## src/pdt_consts.vh

```
// constants for the three-phase pwm dead-time, pattern and duty-load block
// assumes byte addresses on a 32-bit avalon-mm slave, one word per register
`ifndef PDT_CONSTS_VH
`define PDT_CONSTS_VH

// ==========================================================================
// register byte offsets
`define PDT_OFS_CTRL       8'h00
`define PDT_OFS_DT_RELOAD  8'h04
`define PDT_OFS_DUTY_BUF   8'h08
`define PDT_OFS_DUTY_VAL   8'h14
`define PDT_OFS_MODE_BUF   8'h20
`define PDT_OFS_LEVEL_BUF  8'h24
`define PDT_OFS_MODE_SEL   8'h28
`define PDT_OFS_LEVEL      8'h2c
`define PDT_OFS_LOAD_SW    8'h30
`define PDT_OFS_STATUS     8'h34
`define PDT_OFS_DT_COUNT   8'h38

// ==========================================================================
// field positions
`define PDT_CTRL_MODE_LSB  0
`define PDT_CTRL_DTCLK_LSB 2
`define PDT_LOAD_SWITCH_REGISTER_PATTERN   3
`define PDT_STAT_CMP_LSB   3

// ==========================================================================
// output modes
`define PDT_MODE_OFF       2'h0
`define PDT_MODE_1         2'h1
`define PDT_MODE_2         2'h2
`define PDT_MODE_3         2'h3

// ==========================================================================
// reset values
`define PDT_RST_MODE       2'h1
`define PDT_RST_DTCLK      2'h0
`define PDT_RST_DT_RELOAD  8'h00
`define PDT_RST_DUTY       16'h0000
`define PDT_RST_MODE_SEL   6'h3f
`define PDT_RST_LEVEL      6'h00
`define PDT_DT_IDLE        8'hff
`define PDT_DT_ZERO        8'h00

`endif

```

## src/pdt_dead_timer.v

```verilog
// one dead-time down-counter with its one-shot pulse
// assumes tick is a one-cycle enable from a divider on the same clock
`timescale 1ns/1ps
`include "pdt_consts.vh"

module pdt_dead_timer
(
  input  wire       clock,
  input  wire       reset,
  input  wire       enable,
  input  wire       start,
  input  wire       tick,
  input  wire       hold,
  input  wire [7:0] reload,
  output reg  [7:0] count,
  output reg        pulse
);

  // ==========================================================================
  // down-count with one-shot
  // a start wins over counting and hold, so a second comparator change restarts the count
  always @(posedge clock)
  begin
    if (reset || !enable)
    begin
      count <= `PDT_DT_IDLE;
      pulse <= 1'b0;
    end
    else if (start)
    begin
      count <= reload;
      pulse <= 1'b1;
    end
    else if (pulse && tick && !hold)
    begin
      if (count == `PDT_DT_ZERO)
      begin
        count <= `PDT_DT_IDLE;
        pulse <= 1'b0;
      end
      else
      begin
        count <= count - 8'h01;
      end
    end
  end

endmodule // pdt_dead_timer

```

## src/pdt_pwm_core.v

```verilog
// dead-time timers, buffered output pattern and duty reload for a 3-phase pwm
// assumes the up/down counter lives outside; its value and run state are inputs
// assumes compare_match comes from a timer on the same clock
//
// Functional notes
// - three dead-time down-counters, one per phase, each giving a one-shot pulse
// - a comparator change starts that phase's timer two clocks later
// - start loads the reload value, raises the pulse, then counts on selected clock
// - pulse ends on underflow from zero; timer then rests at all ones
// - a further comparator change while running reloads and restarts the timer
// - while the pwm counter is stopped a running timer holds its value
// - timers do not run in output mode 2
// - a slow dead-time clock may shorten dead time by one tick less one clock
// - timer 1 serves phase u, 2 serves v, 3 serves w, all alike
// - compare-match falling edge copies both pattern buffers to working registers
// - pins show a new pattern one clock after the pattern registers change
// - software pattern-load bit stays set one clock then clears itself
// - falling edge of the pattern-load bit copies both pattern buffers
// - one self-clearing duty-load bit per phase, high for one clock
// - falling edge of a duty-load bit copies that phase's duty buffer
// - comparator high while counter >= duty; pins follow two clocks later
//
// Chosen here: the register addresses and the Avalon-MM register port.
`timescale 1ns/1ps
`include "pdt_consts.vh"

module pdt_pwm_core
(
  input  wire        clock,
  input  wire        reset,
  input  wire [7:0]  avs_address,
  input  wire        avs_read,
  input  wire        avs_write,
  input  wire [31:0] avs_writedata,
  input  wire [3:0]  avs_byteenable,
  output reg  [31:0] avs_readdata,
  output wire        avs_waitrequest,
  input  wire [15:0] pwm_updown_counter,
  input  wire        pwm_counter_running,
  input  wire        compare_match,
  output wire        u_positive_output,
  output wire        u_reverse_output,
  output wire        v_positive_output,
  output wire        v_reverse_output,
  output wire        w_positive_output,
  output wire        w_reverse_output
);

  // ==========================================================================
  // declarations
  reg         ack_reg;
  reg  [1:0]  mode_reg;
  reg  [1:0]  dt_clk_sel_reg;
  reg  [7:0]  dead_time_reload_reg;
  reg  [5:0]  output_mode_select_buffer_reg;
  reg  [5:0]  output_level_pattern_buffer_reg;
  reg  [5:0]  output_mode_select_reg;
  reg  [5:0]  output_level_pattern_reg;
  reg         sw_pattern_load_pulse_reg;
  reg         pattern_pulse_prev_reg;
  reg  [2:0]  sw_duty_load_pulse_reg;
  reg  [2:0]  duty_pulse_prev_reg;
  reg         compare_match_prev_reg;
  reg  [2:0]  dt_div_reg;
  reg  [5:0]  pin_reg;
  reg  [31:0] read_next;
  reg  [2:0]  dt_mask;
  wire        bus_req;
  wire        wr_en;
  wire        pattern_load;
  wire        dt_tick;
  wire        dt_enable;
  wire [47:0] duty_value_flat;
  wire [47:0] duty_buffer_flat;
  wire [23:0] dt_count_flat;
  wire [2:0]  dt_pulse;
  wire [2:0]  cmp_delayed;
  wire [5:0]  pwm_pin;
  wire [5:0]  pin_next;

  // ==========================================================================
  // avalon-mm slave
  // every access takes one wait cycle; read data are captured in that cycle
  assign bus_req         = avs_read | avs_write;
  assign avs_waitrequest = bus_req & ~ack_reg;
  assign wr_en           = avs_write & ack_reg;

  // ack toggles so back-to-back requests each get their own wait cycle
  always @(posedge clock)
  begin
    if (reset)
      ack_reg <= 1'b0;
    else
      ack_reg <= bus_req & ~ack_reg;
  end

  // read mux; unmapped addresses read as zero
  always @*
  begin
    read_next = 32'h0000_0000;
    case (avs_address)
      `PDT_OFS_CTRL:
        read_next = {28'h000_0000, dt_clk_sel_reg, mode_reg};
      `PDT_OFS_DT_RELOAD:
        read_next = {24'h00_0000, dead_time_reload_reg};
      `PDT_OFS_DUTY_BUF:
        read_next = {16'h0000, duty_buffer_flat[15:0]};
      `PDT_OFS_DUTY_BUF + 8'h04:
        read_next = {16'h0000, duty_buffer_flat[31:16]};
      `PDT_OFS_DUTY_BUF + 8'h08:
        read_next = {16'h0000, duty_buffer_flat[47:32]};
      `PDT_OFS_DUTY_VAL:
        read_next = {16'h0000, duty_value_flat[15:0]};
      `PDT_OFS_DUTY_VAL + 8'h04:
        read_next = {16'h0000, duty_value_flat[31:16]};
      `PDT_OFS_DUTY_VAL + 8'h08:
        read_next = {16'h0000, duty_value_flat[47:32]};
      `PDT_OFS_MODE_BUF:
        read_next = {26'h000_0000, output_mode_select_buffer_reg};
      `PDT_OFS_LEVEL_BUF:
        read_next = {26'h000_0000, output_level_pattern_buffer_reg};
      `PDT_OFS_MODE_SEL:
        read_next = {26'h000_0000, output_mode_select_reg};
      `PDT_OFS_LEVEL:
        read_next = {26'h000_0000, output_level_pattern_reg};
      `PDT_OFS_LOAD_SW:
        read_next = {28'h000_0000, sw_pattern_load_pulse_reg, sw_duty_load_pulse_reg};
      `PDT_OFS_STATUS:
        read_next = {26'h000_0000, cmp_delayed, dt_pulse};
      `PDT_OFS_DT_COUNT:
        read_next = {8'h00, dt_count_flat};
      default:
        read_next = 32'h0000_0000;
    endcase
  end

  // read data captured in the wait cycle, so they stand at the accepting edge
  always @(posedge clock)
  begin
    if (reset)
      avs_readdata <= 32'h0000_0000;
    else if (avs_read && !ack_reg)
      avs_readdata <= read_next;
  end

  // ==========================================================================
  // control and buffer registers
  // byte lane 0 carries every narrow field
  always @(posedge clock)
  begin
    if (reset)
    begin
      mode_reg                        <= `PDT_RST_MODE;
      dt_clk_sel_reg                  <= `PDT_RST_DTCLK;
      dead_time_reload_reg            <= `PDT_RST_DT_RELOAD;
      output_mode_select_buffer_reg   <= `PDT_RST_MODE_SEL;
      output_level_pattern_buffer_reg <= `PDT_RST_LEVEL;
    end
    else if (wr_en && avs_byteenable[0])
    begin
      case (avs_address)
        `PDT_OFS_CTRL:
        begin
          mode_reg       <= avs_writedata[`PDT_CTRL_MODE_LSB +: 2];
          dt_clk_sel_reg <= avs_writedata[`PDT_CTRL_DTCLK_LSB +: 2];
        end
        `PDT_OFS_DT_RELOAD:
          dead_time_reload_reg <= avs_writedata[7:0];
        `PDT_OFS_MODE_BUF:
          output_mode_select_buffer_reg <= avs_writedata[5:0];
        `PDT_OFS_LEVEL_BUF:
          output_level_pattern_buffer_reg <= avs_writedata[5:0];
        default:
          mode_reg <= mode_reg;
      endcase
    end
  end

  // ==========================================================================
  // self-clearing load bits
  // a written one lives exactly one clock; the 1-wait bus cannot rewrite sooner
  always @(posedge clock)
  begin
    if (reset)
    begin
      sw_pattern_load_pulse_reg <= 1'b0;
      sw_duty_load_pulse_reg    <= 3'h0;
      pattern_pulse_prev_reg    <= 1'b0;
      duty_pulse_prev_reg       <= 3'h0;
      compare_match_prev_reg    <= 1'b0;
    end
    else
    begin
      if (wr_en && avs_byteenable[0] && avs_address == `PDT_OFS_LOAD_SW)
      begin
        sw_pattern_load_pulse_reg <= avs_writedata[`PDT_LOAD_SWITCH_REGISTER_PATTERN];
        sw_duty_load_pulse_reg    <= avs_writedata[2:0];
      end
      else
      begin
        sw_pattern_load_pulse_reg <= 1'b0;
        sw_duty_load_pulse_reg    <= 3'h0;
      end
      pattern_pulse_prev_reg <= sw_pattern_load_pulse_reg;
      duty_pulse_prev_reg    <= sw_duty_load_pulse_reg;
      compare_match_prev_reg <= compare_match;
    end
  end

  // ==========================================================================
  // output pattern working registers
  // hardware and software triggers share one load; coincident edges load once
  assign pattern_load = (compare_match_prev_reg & ~compare_match)
                      | (pattern_pulse_prev_reg & ~sw_pattern_load_pulse_reg);

  always @(posedge clock)
  begin
    if (reset)
    begin
      output_mode_select_reg   <= `PDT_RST_MODE_SEL;
      output_level_pattern_reg <= `PDT_RST_LEVEL;
    end
    else if (pattern_load)
    begin
      output_mode_select_reg   <= output_mode_select_buffer_reg;
      output_level_pattern_reg <= output_level_pattern_buffer_reg;
    end
  end

  // ==========================================================================
  // dead-time clock divider
  // free running and not aligned to a timer start, so the first tick may come
  // early and the dead time can fall short by up to one tick less one clock
  always @*
  begin
    case (dt_clk_sel_reg)
      2'h0:    dt_mask = 3'h0;
      2'h1:    dt_mask = 3'h1;
      2'h2:    dt_mask = 3'h3;
      default: dt_mask = 3'h7;
    endcase
  end

  always @(posedge clock)
  begin
    if (reset)
      dt_div_reg <= 3'h0;
    else
      dt_div_reg <= dt_div_reg + 3'h1;
  end

  assign dt_tick   = ((dt_div_reg & dt_mask) == dt_mask);
  assign dt_enable = (mode_reg != `PDT_MODE_2);

  // ==========================================================================
  // per-phase comparator, duty registers, dead-time timer and pin pair
  genvar ph;
  generate
    for (ph = 0; ph < 3; ph = ph + 1)
    begin : phase
      reg  [15:0] phase_duty_buffer_reg;
      reg  [15:0] phase_duty_value_reg;
      reg         cmp_d1_reg;
      reg         cmp_d2_reg;
      wire        dt_start;
      wire        dt_block;
      wire        pwm_on;
      wire [7:0]  byte_addr;
      localparam integer PH_OFS = 4 * ph;   // one word per phase

      assign byte_addr = `PDT_OFS_DUTY_BUF + PH_OFS[7:0];

      // duty buffer write and falling-edge load into the active duty
      always @(posedge clock)
      begin
        if (reset)
        begin
          phase_duty_buffer_reg <= `PDT_RST_DUTY;
          phase_duty_value_reg  <= `PDT_RST_DUTY;
        end
        else
        begin
          if (wr_en && avs_address == byte_addr)
          begin
            if (avs_byteenable[0])
              phase_duty_buffer_reg[7:0] <= avs_writedata[7:0];
            if (avs_byteenable[1])
              phase_duty_buffer_reg[15:8] <= avs_writedata[15:8];
          end
          if (duty_pulse_prev_reg[ph] && !sw_duty_load_pulse_reg[ph])
            phase_duty_value_reg <= phase_duty_buffer_reg;
        end
      end

      // comparator delayed one clock here, one more in the pin register
      always @(posedge clock)
      begin
        if (reset)
        begin
          cmp_d1_reg <= 1'b0;
          cmp_d2_reg <= 1'b0;
        end
        else
        begin
          cmp_d1_reg <= (pwm_updown_counter >= phase_duty_value_reg);
          cmp_d2_reg <= cmp_d1_reg;
        end
      end

      // timer loads at the same edge that the pins see the change
      assign dt_start = dt_enable & (cmp_d1_reg ^ cmp_d2_reg);

      pdt_dead_timer u_timer
      (
        .clock  (clock),
        .reset  (reset),
        .enable (dt_enable),
        .start  (dt_start),
        .tick   (dt_tick),
        .hold   (~pwm_counter_running),
        .reload (dead_time_reload_reg),
        .count  (dt_count_flat[8*ph +: 8]),
        .pulse  (dt_pulse[ph])
      );

      // start is folded in so the turning-on side never sees a gap cycle
      assign dt_block = dt_pulse[ph] | dt_start;
      assign pwm_on   = cmp_d1_reg;

      // even pin is positive, odd pin is reverse
      assign pwm_pin[2*ph]   = (mode_reg == `PDT_MODE_1) ? (pwm_on & ~dt_block)
                             : (mode_reg == `PDT_MODE_2) ? pwm_on
                             : (mode_reg == `PDT_MODE_3) ? (pwm_on & ~dt_block)
                             : 1'b0;
      assign pwm_pin[2*ph+1] = (mode_reg == `PDT_MODE_1) ? (~pwm_on & ~dt_block)
                             : (mode_reg == `PDT_MODE_2) ? pwm_on
                             : (mode_reg == `PDT_MODE_3) ? (pwm_on & ~dt_block)
                             : 1'b0;

      assign duty_value_flat[16*ph +: 16]  = phase_duty_value_reg;
      assign duty_buffer_flat[16*ph +: 16] = phase_duty_buffer_reg;
      assign cmp_delayed[ph]               = cmp_d1_reg;
    end
  endgenerate

  // ==========================================================================
  // pin register
  // a selected bit passes pwm, a clear bit passes the level pattern
  assign pin_next = (output_mode_select_reg & pwm_pin)
                  | (~output_mode_select_reg & output_level_pattern_reg);

  always @(posedge clock)
  begin
    if (reset)
      pin_reg <= 6'h00;
    else
      pin_reg <= pin_next;
  end

  assign u_positive_output = pin_reg[0];
  assign u_reverse_output  = pin_reg[1];
  assign v_positive_output = pin_reg[2];
  assign v_reverse_output  = pin_reg[3];
  assign w_positive_output = pin_reg[4];
  assign w_reverse_output  = pin_reg[5];

endmodule // pdt_pwm_core

```

## config.mk

```make
export PLATFORM = sky130hd
export DESIGN_NAME = pdt_pwm_core
export DESIGN_NICKNAME = d
export VERILOG_FILES = /design/src/pdt_dead_timer.v /design/src/pdt_pwm_core.v
export VERILOG_INCLUDE_DIRS = /design/src /design/src/src
export SDC_FILE = /design/constraint.sdc
export NUM_CORES = 1
export LEC_CHECK = 0
export ABC_AREA = 1
export BUFFER_PORTS_ARGS = -buffer_cell sky130_fd_sc_hd__buf_2
export CORE_MARGIN = 1
export CORE_UTILIZATION = 40
export DETAILED_ROUTE_END_ITERATION = 10
export GPL_ROUTABILITY_DRIVEN = 0
export PLACE_DENSITY_LB_ADDON = 0.05
export SLEW_MARGIN = 5
export SYNTH_ARGS = -nofsm -noshare
export SYNTH_HDL_FRONTEND = slang
export SYNTH_HIERARCHICAL = 1
export SYNTH_SLANG_ARGS = --single-unit
export TNS_END_PERCENT = 1
```

## constraint.sdc

```tcl
create_clock -name clock -period 4.3 [get_ports clock]
set_input_delay 0.645 -clock clock [delete_from_list [all_inputs] [get_ports clock]]
set_output_delay 0.645 -clock clock [all_outputs]
set_load 0.02 [all_outputs]
```

# ---- Word level (Yosys, flattened, before mapping)
# Index checks and enable logic that the tools add are counted.
dict set report op_classes {
  muxes 32
  n_eq_ne 21
  add_sub_neg 4
  bitwise_logic 36
  reduce_logical 46
  magnitude_cmp 3
}
# cell n
set op_table {}
lappend op_table {{24-bit one-hot mux with 15 select lines} 1}
lappend op_table {{8-bit 2-to-1 mux} 9}
lappend op_table {{8-bit by 6-bit equality test with 1-bit output, second input constant} 7}
lappend op_table {{16-bit greater-or-equal comparator} 3}
lappend op_table {{8-bit by 5-bit equality test with 1-bit output, second input constant} 4}
lappend op_table {{8-bit zero test} 4}
lappend op_table {{2-bit AND reduction} 13}
lappend op_table {{8-bit by 1-bit subtractor with 8-bit output, second input constant} 3}
lappend op_table {{1-bit 2-to-1 mux} 21}
lappend op_table {{8-bit by 4-bit equality test with 1-bit output, second input constant} 2}
lappend op_table {{1-bit logical AND} 15}
lappend op_table {{1-bit AND} 13}
lappend op_table {{6-bit AND} 2}
lappend op_table {{2-bit nonzero test} 6}
lappend op_table {{1-bit NOT} 10}
lappend op_table {{3-bit one-hot mux with 3 select lines} 1}
lappend op_table {{8-bit by 3-bit equality test with 1-bit output, second input constant} 1}
lappend op_table {{2-bit equality test, second input constant} 3}
lappend op_table {{6-bit NOT} 1}
lappend op_table {{6-bit bitwise OR} 1}
lappend op_table {{1-bit zero test} 5}
lappend op_table {{1-bit bitwise OR} 5}
lappend op_table {{2-bit by 1-bit equality test with 1-bit output, second input constant} 2}
lappend op_table {{3-bit by 1-bit adder with 3-bit output, second input constant} 1}
lappend op_table {{other kinds (7)} 9}
dict set report totals {
  in_bits 66
  reg_bits 216
  output_inout_bits 39
}

# ---- Logic depth before layout (Yosys ltp)
# Gate-level depths: netlist (run 1).
dict set report logic_depth {
  word_depth 10
  mapped_depth 12
  mapped_depth_nobuf 12
}

# ---- By module
# Netlist (run 1), hierarchy kept.
# mod area_each_um2 cells_per_inst seq_area_each_um2 instances
set by_module_without_submodules {}
lappend by_module_without_submodules {pdt_pwm_core 8968.6 1267 3623.5 1}
lappend by_module_without_submodules {pdt_dead_timer 698.2 110 180.2 3}

# ---- Worst setup path after synthesis (run 1)
# Ideal clock, no wire load.
dict set report synth_timing {
  path_kind {input port to flip-flop}
  start {in avs_address[0]}
  end {reg output_level_pattern_buffer_reg[1]}
  slack_ns 2.584
  n_path_buf 3
  cell_stages 9
  arrival_time_ns 1.596
  t_required_ns 4.180
  cell_sequence {inv_1 -> nand2_1 -> nor2_2 -> buf_6 -> buf_6 -> nand3_2 -> buf_2 -> o21ai_1 -> a21oi_1}
}
dict set report synth_between {
  elab_chain_len 2
}
# item line
set synth_lines {}
lappend synth_lines {{start: declaration} pdt_pwm_core.v:31} ;# input wire [7:0] avs_address,
lappend synth_lines {{8-bit by 6-bit equality test with 1-bit output} pdt_pwm_core.v:161} ;# case (avs_address)
lappend synth_lines {{2-bit AND reduction (no line)} --}
lappend synth_lines {{end signal: assignment} pdt_pwm_core.v:157} ;# output_level_pattern_buffer_reg <= `PDT_RST_LEVEL;
lappend synth_lines {{end signal: assignment} pdt_pwm_core.v:172} ;# output_level_pattern_buffer_reg <= avs_writedata[5:0];
lappend synth_lines {{end: declaration} pdt_pwm_core.v:56} ;# reg [5:0] output_level_pattern_buffer_reg;
# No other way between the ends.
# A chain may end at the register's enable or synchronous reset.

# ---- Worst setup path after layout (run 1)
dict set report layout_timing {
  start {reg mode_reg[1]}
  end {reg phase[1].u_timer.count[0]}
}
dict set report layout_between {
  elab_chain_len 3
}
# item line
set layout_lines {}
lappend layout_lines {{start: declaration} pdt_pwm_core.v:52} ;# reg [1:0] mode_reg;
lappend layout_lines {{start signal: assignment} pdt_pwm_core.v:153} ;# mode_reg <= `PDT_RST_MODE;
lappend layout_lines {{start signal: assignment} pdt_pwm_core.v:164} ;# mode_reg <= avs_writedata[`PDT_CTRL_MODE_LSB +: 2];
lappend layout_lines {{start signal: assignment} pdt_pwm_core.v:174} ;# mode_reg <= mode_reg;
lappend layout_lines {{2-bit inequality test (no line) (*)} --}
lappend layout_lines {{via dt_enable} pdt_pwm_core.v:72} ;# wire dt_enable;
lappend layout_lines {{1-bit AND (*)} pdt_pwm_core.v:311} ;# assign dt_start = dt_enable & (cmp_d1_reg ^ cmp_d2_reg);
lappend layout_lines {{via phase[1].dt_start} pdt_pwm_core.v:265} ;# wire dt_start;
lappend layout_lines {{8-bit 2-to-1 mux / 2-bit nonzero test (equally long branches)} --}
lappend layout_lines {{end signal: assignment} pdt_dead_timer.v:26} ;# count <= `PDT_DT_IDLE;
lappend layout_lines {{end signal: assignment} pdt_dead_timer.v:31} ;# count <= reload;
lappend layout_lines {{end signal: assignment} pdt_dead_timer.v:38} ;# count <= `PDT_DT_IDLE;
lappend layout_lines {{end: declaration} pdt_dead_timer.v:15} ;# output reg [7:0] count,
# Mark *: on every way through the listed nets, which the timed path passes. The rest lies on a longest branch.

==> results of run 1 <==
-- placed cells by master, fill, tap and decap left out --
cell type  Yosys  layout
o21a_1         2       2
buf_4         20       8
o21ai_1       22      22
nand2_2       13      13
o211ai_1      13      13
ha_1          55      55
xnor2_1        5       5
a21oi_2        4       4
nor2_2         9      10
clkbuf_1      31      11
clkbuf_8       0       3
o22ai_2        1       1
conb_1         1       8
o21ai_0      158     158
nand4_1        9       9
inv_6          0       1
buf_12         0       1
bufinv_16      0       1
nor2_8         3       3
nor3_1        11      11
clkbuf_16      0      27
buf_2          6      78
nand2_1      307     307
a21oi_1      137     137
inv_2         14      15
nor2_1       215     214
nor2_4        14      14
clkinv_1       1       1
a31oi_1        2       2
o22ai_1        6       6
dfxtp_1      208     208
clkinv_2       1       3
nand3_1      126     126
inv_1        174     173
nand2_4        4       4
nand3_2       16      16
-- critical path, stage by stage (launching register included) --
cell,delay (ps)
dfxtp_1,350
inv_1,130
nor2_1,70
inv_1,210
nand2_1,90
nor2_1,460
inv_2,230
nand2_2,220
inv_2,130
nand2_1,80
nand3_1,70
-- metal layers --
layer | up-vias | track usage, % | wire, um
li1 | 5282 | - | -
met1 | 4654 | 36.3 | 17100
met2 | 235 | 37.7 | 14900
met3 | 40 | 3.27 | 1770
met4 | 0 | 4.94 | 625
met5 | - | 0 | 0
-- through the flow --
| step | power (mW) | std cells | utilization [%] |
|---|---|---|---|
| 2_1_floorplan | 2.43 | 1604 | - |
| 3_3_place_gp | 2.57 | 1966 | 42.9 |
| 3_5_place_dp | 2.58 | 1966 | 42.9 |
| 4_1_cts | 4.68 | 2011 | 45.9 |
| 5_1_grt | 4.84 | 2011 | 45.9 |
| 6_report | 4.63 | 2011 | 45.9 |
-- report_power, final --
| group | total, mW | internal [mW] | switching, mW |
|---|---|---|---|
| clock | 2.10 | 1.26 | 0.840 |
| sequential | 2.05 | 1.98 | 0.0690 |
| combinational | 0.481 | 0.158 | 0.323 |
| total | 4.63 | 3.40 | 1.23 |
-- final timing paths --
path              slack [ps]                   endpoint             start  depth (start not counted)
setup reg to reg        2120  phase[1].u_timer/count[0]       mode_reg[1]                         10
hold reg to reg          460           avs_readdata[19]  avs_readdata[19]                          2
hold / removal           350     compare_match_prev_reg     compare_match                          3
setup / recovery        2120  phase[1].u_timer/count[0]       mode_reg[1]                         10
-- kinds of logic (layout without fill, tap and decap cells) --
kind of cell / after synthesis / in the layout / synth area share [%]
simple gates: 727 / 727 / 29.5
compound gates: 345 / 345 / 16.2
buf+inv: 256 / 322 / 9.99
flops: 208 / 208 / 37.6
fa+ha+maj: 55 / 55 / 6.22
xor+xnor: 5 / 5 / 0.396
other cells: 1 / 8 / 0.0339
-- cell type report --
| type | instances | area [um2] | share of cell area, % |
|---|---|---|---|
| Clock buffer | 41 | 758 | 6.11 |
| Clock inverter | 4 | 48.8 | 0.393 |
| Inverter | 190 | 714 | 5.76 |
| Multi-Input combinational cell | 1140 | 5820 | 46.9 |
| Sequential cell | 208 | 4160 | 33.6 |
| Tap cell | 341 | 427 | 3.44 |
| Timing Repair Buffer | 87 | 470 | 3.79 |
==> reports/qor.csv, run 1 <==
metric,value,unit
core,0.0270,mm2
rows,60,
die-area,0.0283,mm2
drv_cap,0,
vias,10211,
synth_flop_cell,dfxtp_1,
cts_resized,0,
drv_slew,0,
cts_tree,done,
portBuffers,78,
cts-root-buf,clkbuf_16,
ys_ff_latch,208,
cellLeakagePower,5.72,nW
clock-sinks,208,
initial_core_util,40.9,%
io_pins,105,
powerDensity,373,mW/mm2
fillers,2825,
fp.dieH,168,um
post-route-period-util,50.7,%
relSlewSlack,23.1,%
period_minus_slack,2180,ps
ys_warn_count,6,
fmax,0.459,GHz
holdWs,349,ps
grt_usage,24.5,%
synth_area_leaders,"dfxtp_1, nand2_1, nor2_1",
numCtsBuffers,26,
num_antenna_cells,0,
design_area,0.0124,mm2
setup_ws,2120,ps
hpwl,24700,um
place_area,0.0116,mm2
antenna_found_initial,0,
cp-end-kind,flip-flop,
path_max_fanout,11,
clk_pin_slew_worst_paths,60,ps
htree_num_levels,1,
critPathArrivalTime,2570,ps
drc,0,
final-setup-viol-count,0,
cts_setup_buffers,0,
fin_setup_tns,0,ps
synth_edf_count,0,
die_w,168,um
crit_type,reg2reg,
required,4690,ps
vdd_drop_max,0.271,mV
vias_per_cell,5.08,
synthCells,1597,
insertion_delay,530,ps
yosys.area.top_type,dfxtp_1,
drt_pass1_iterations,5,
synth_common_cells,"nand2_1, nor2_1, dfxtp_1",
rsz0062_at_grt,false,
syn_area,0.0111,mm2
drive_above_1_share,12.1,%
ys_types,33,
status,completed,
synth.most_common_cell,nand2_1,
nets,1774,
place_ws,1700,ps
avgSynthCellArea,6.93,um2
hold_viol,0,
worst_pin_slew,1150,ps
netlist.area_leader.share,37.6,%
drtIter0Drc,782,
ant_nets,0,
grt_max_degree,86,
grt-ovfl-total,0,
grt_pass1_vias,9375,
wl_per_cell,17.1,um
holdBufCountCts,0,
clockBufferDepth,3,
grt_first_pass_wirelength,53900,um
synth_async_sr_flop_share,0,%
finalWirelength,34400,um
hold_class,in2reg,
crit_path_start_kind,flip-flop,
yosysSeqAreaShare,37.6,%
syn_to_final_growth,12.1,%
clock-skew-final,11.2,ps
Note: power is estimated with default switching activity, not from simulation.
==> run 2, diff against run 1 <==
- clock period: 4.3 -> 1.9 ns (I/O delays scaled with it)
==> run 2 against run 1 <==
Wire length increased by 1.1%. Fmax increased by 20%. Combinational power is 140% higher.
==> reports/qor.csv, run 2 (same netlist as run 1, synthesis figures left out) <==
metric,value,unit,change
die_w,168,um,unchanged
vias,10536,,+3.2%
grt_max_degree,94,,+9.3%
grt_first_pass_wirelength,53900,um,about the same
relSlewSlack,62.3,%,+39 points
wl_per_cell,16.9,um,-1.3%
io_pins,105,,unchanged
rows,60,,unchanged
cts_setup_buffers,0,,unchanged
syn_to_final_growth,17.2,%,
ant_nets,0,,unchanged
cts-root-buf,clkbuf_16,,
drc,0,,unchanged
powerDensity,852,mW/mm2,+130%
fmax,0.552,GHz,+20%
required,2320,ps,-2370 ps
hold_viol,0,,unchanged
portBuffers,78,,unchanged
hpwl,25900,um,+4.8%
vias_per_cell,5.11,,+0.73%
crit_path_start_kind,flip-flop,,
drtIter0Drc,861,,+10%
place_area,0.0120,mm2,+3.6%
totalPowerFinal,11.0,mW,+140%
grt_usage,24.5,%,+0.040 points
num_antenna_cells,0,,unchanged
die-area,0.0283,mm2,unchanged
layout_common_cells,"nand2_1, nor2_1, dfxtp_1",,
period_minus_slack,1810,ps,-368 ps
path_max_fanout,3,,-8
htree_num_levels,1,,unchanged
hold_class,in2reg,,
drv_cap,0,,unchanged
antenna_found_initial,0,,unchanged
drv_slew,0,,unchanged
fin_setup_tns,0,ps,unchanged
final_common_cell,nand2_1,,
vdd_drop_max,0.439,mV,+62%
clock-sinks,208,,unchanged
cellLeakagePower,6.03,nW,+5.5%
nets,1822,,+2.7%
finalWirelength,34700,um,+1.1%
cp-end-kind,flip-flop,,
cts_tree,done,,
critPathArrivalTime,2230,ps,-340 ps
status,completed,,
holdWs,36.6,ps,-312 ps
clockBufferDepth,3,,unchanged
worst_pin_slew,560,ps,-590 ps
grt-ovfl-total,0,,unchanged
rsz0062_at_grt,false,,
final-setup-viol-count,0,,unchanged
drt_pass1_iterations,5,,unchanged
initial_core_util,40.9,%,unchanged
grt_pass1_vias,9365,,-0.11%
core,0.0270,mm2,unchanged
crit_type,reg2reg,,
clk_pin_slew_worst_paths,60,ps,about the same
insertion_delay,540,ps,about the same
drive_above_1_share,15.1,%,+3.0 points
clock-skew-final,21.8,ps,+10.7 ps
fp.dieH,168,um,unchanged
design_area,0.0130,mm2,+4.5%
post-route-period-util,95.3,%,+45 points
numCtsBuffers,25,,-3.8%
[run 2: final timing paths]
check                                         start  slack [ps]  cells after the start                                 end
hold / removal                    avs_writedata[13]          40                      3  phase[1].phase_duty_buffer_reg[13]
setup reg to reg  phase[2].phase_duty_value_reg[13]          90                      8                 phase[2].cmp_d1_reg
hold reg to reg                       dt_div_reg[0]         460                      1                       dt_div_reg[0]
setup / recovery  phase[2].phase_duty_value_reg[13]          90                      8                 phase[2].cmp_d1_reg
[run 2: power breakdown]
part / internal, mW / switching (mW)
Combinational: 0.405 / 0.761
Sequential: 4.49 / 0.159
Clock: 3.28 / 1.95
Total: 8.17 / 2.88
[run 2: through the flow]
step / instances / utilization (%) / worst slack (ps)
4_1_cts: 2060 / 47.9 / 71.1
2_1_floorplan: 1604 / - / 287
6_report: 2060 / 48.0 / 89.7
3_3_place_gp: 2011 / 44.4 / 60.1
5_1_grt: 2060 / 48.0 / 6.66
3_5_place_dp: 2011 / 44.4 / 59.4
[run 2: final cells by class]
cell class	instances	area, um2
fill	2816	14100
multi-input combinational	1140	5840
sequential	208	4160
timing repair buffer	136	923
inverter	190	714
clock buffer	32	702
tap	341	427
clock inverter	13	198
[run 2: per-layer routing]
metal / part of all wire [%] / track usage, %
met4: 1.3 / 4.27
met1: 50 / 36.9
met5: 0 / 0
met2: 43 / 37.7
met3: 5.2 / 2.63
[run 2: critical path: stages, from the launching register on]
cell     delay [ps]
dfxtp_1         300
inv_1            60
ha_1            290
a21oi_1         140
o21ai_0         160
a21oi_1         300
nand3_1         260
nand2_1         140
inv_1            40
[run 2: repair_timing]
item                                    in CTS  in global routing
hold endpoints to repair                     6                  0
endpoints found under the setup margin       0                 16
resized for setup                            0                  4
hold buffers                                 4                  0
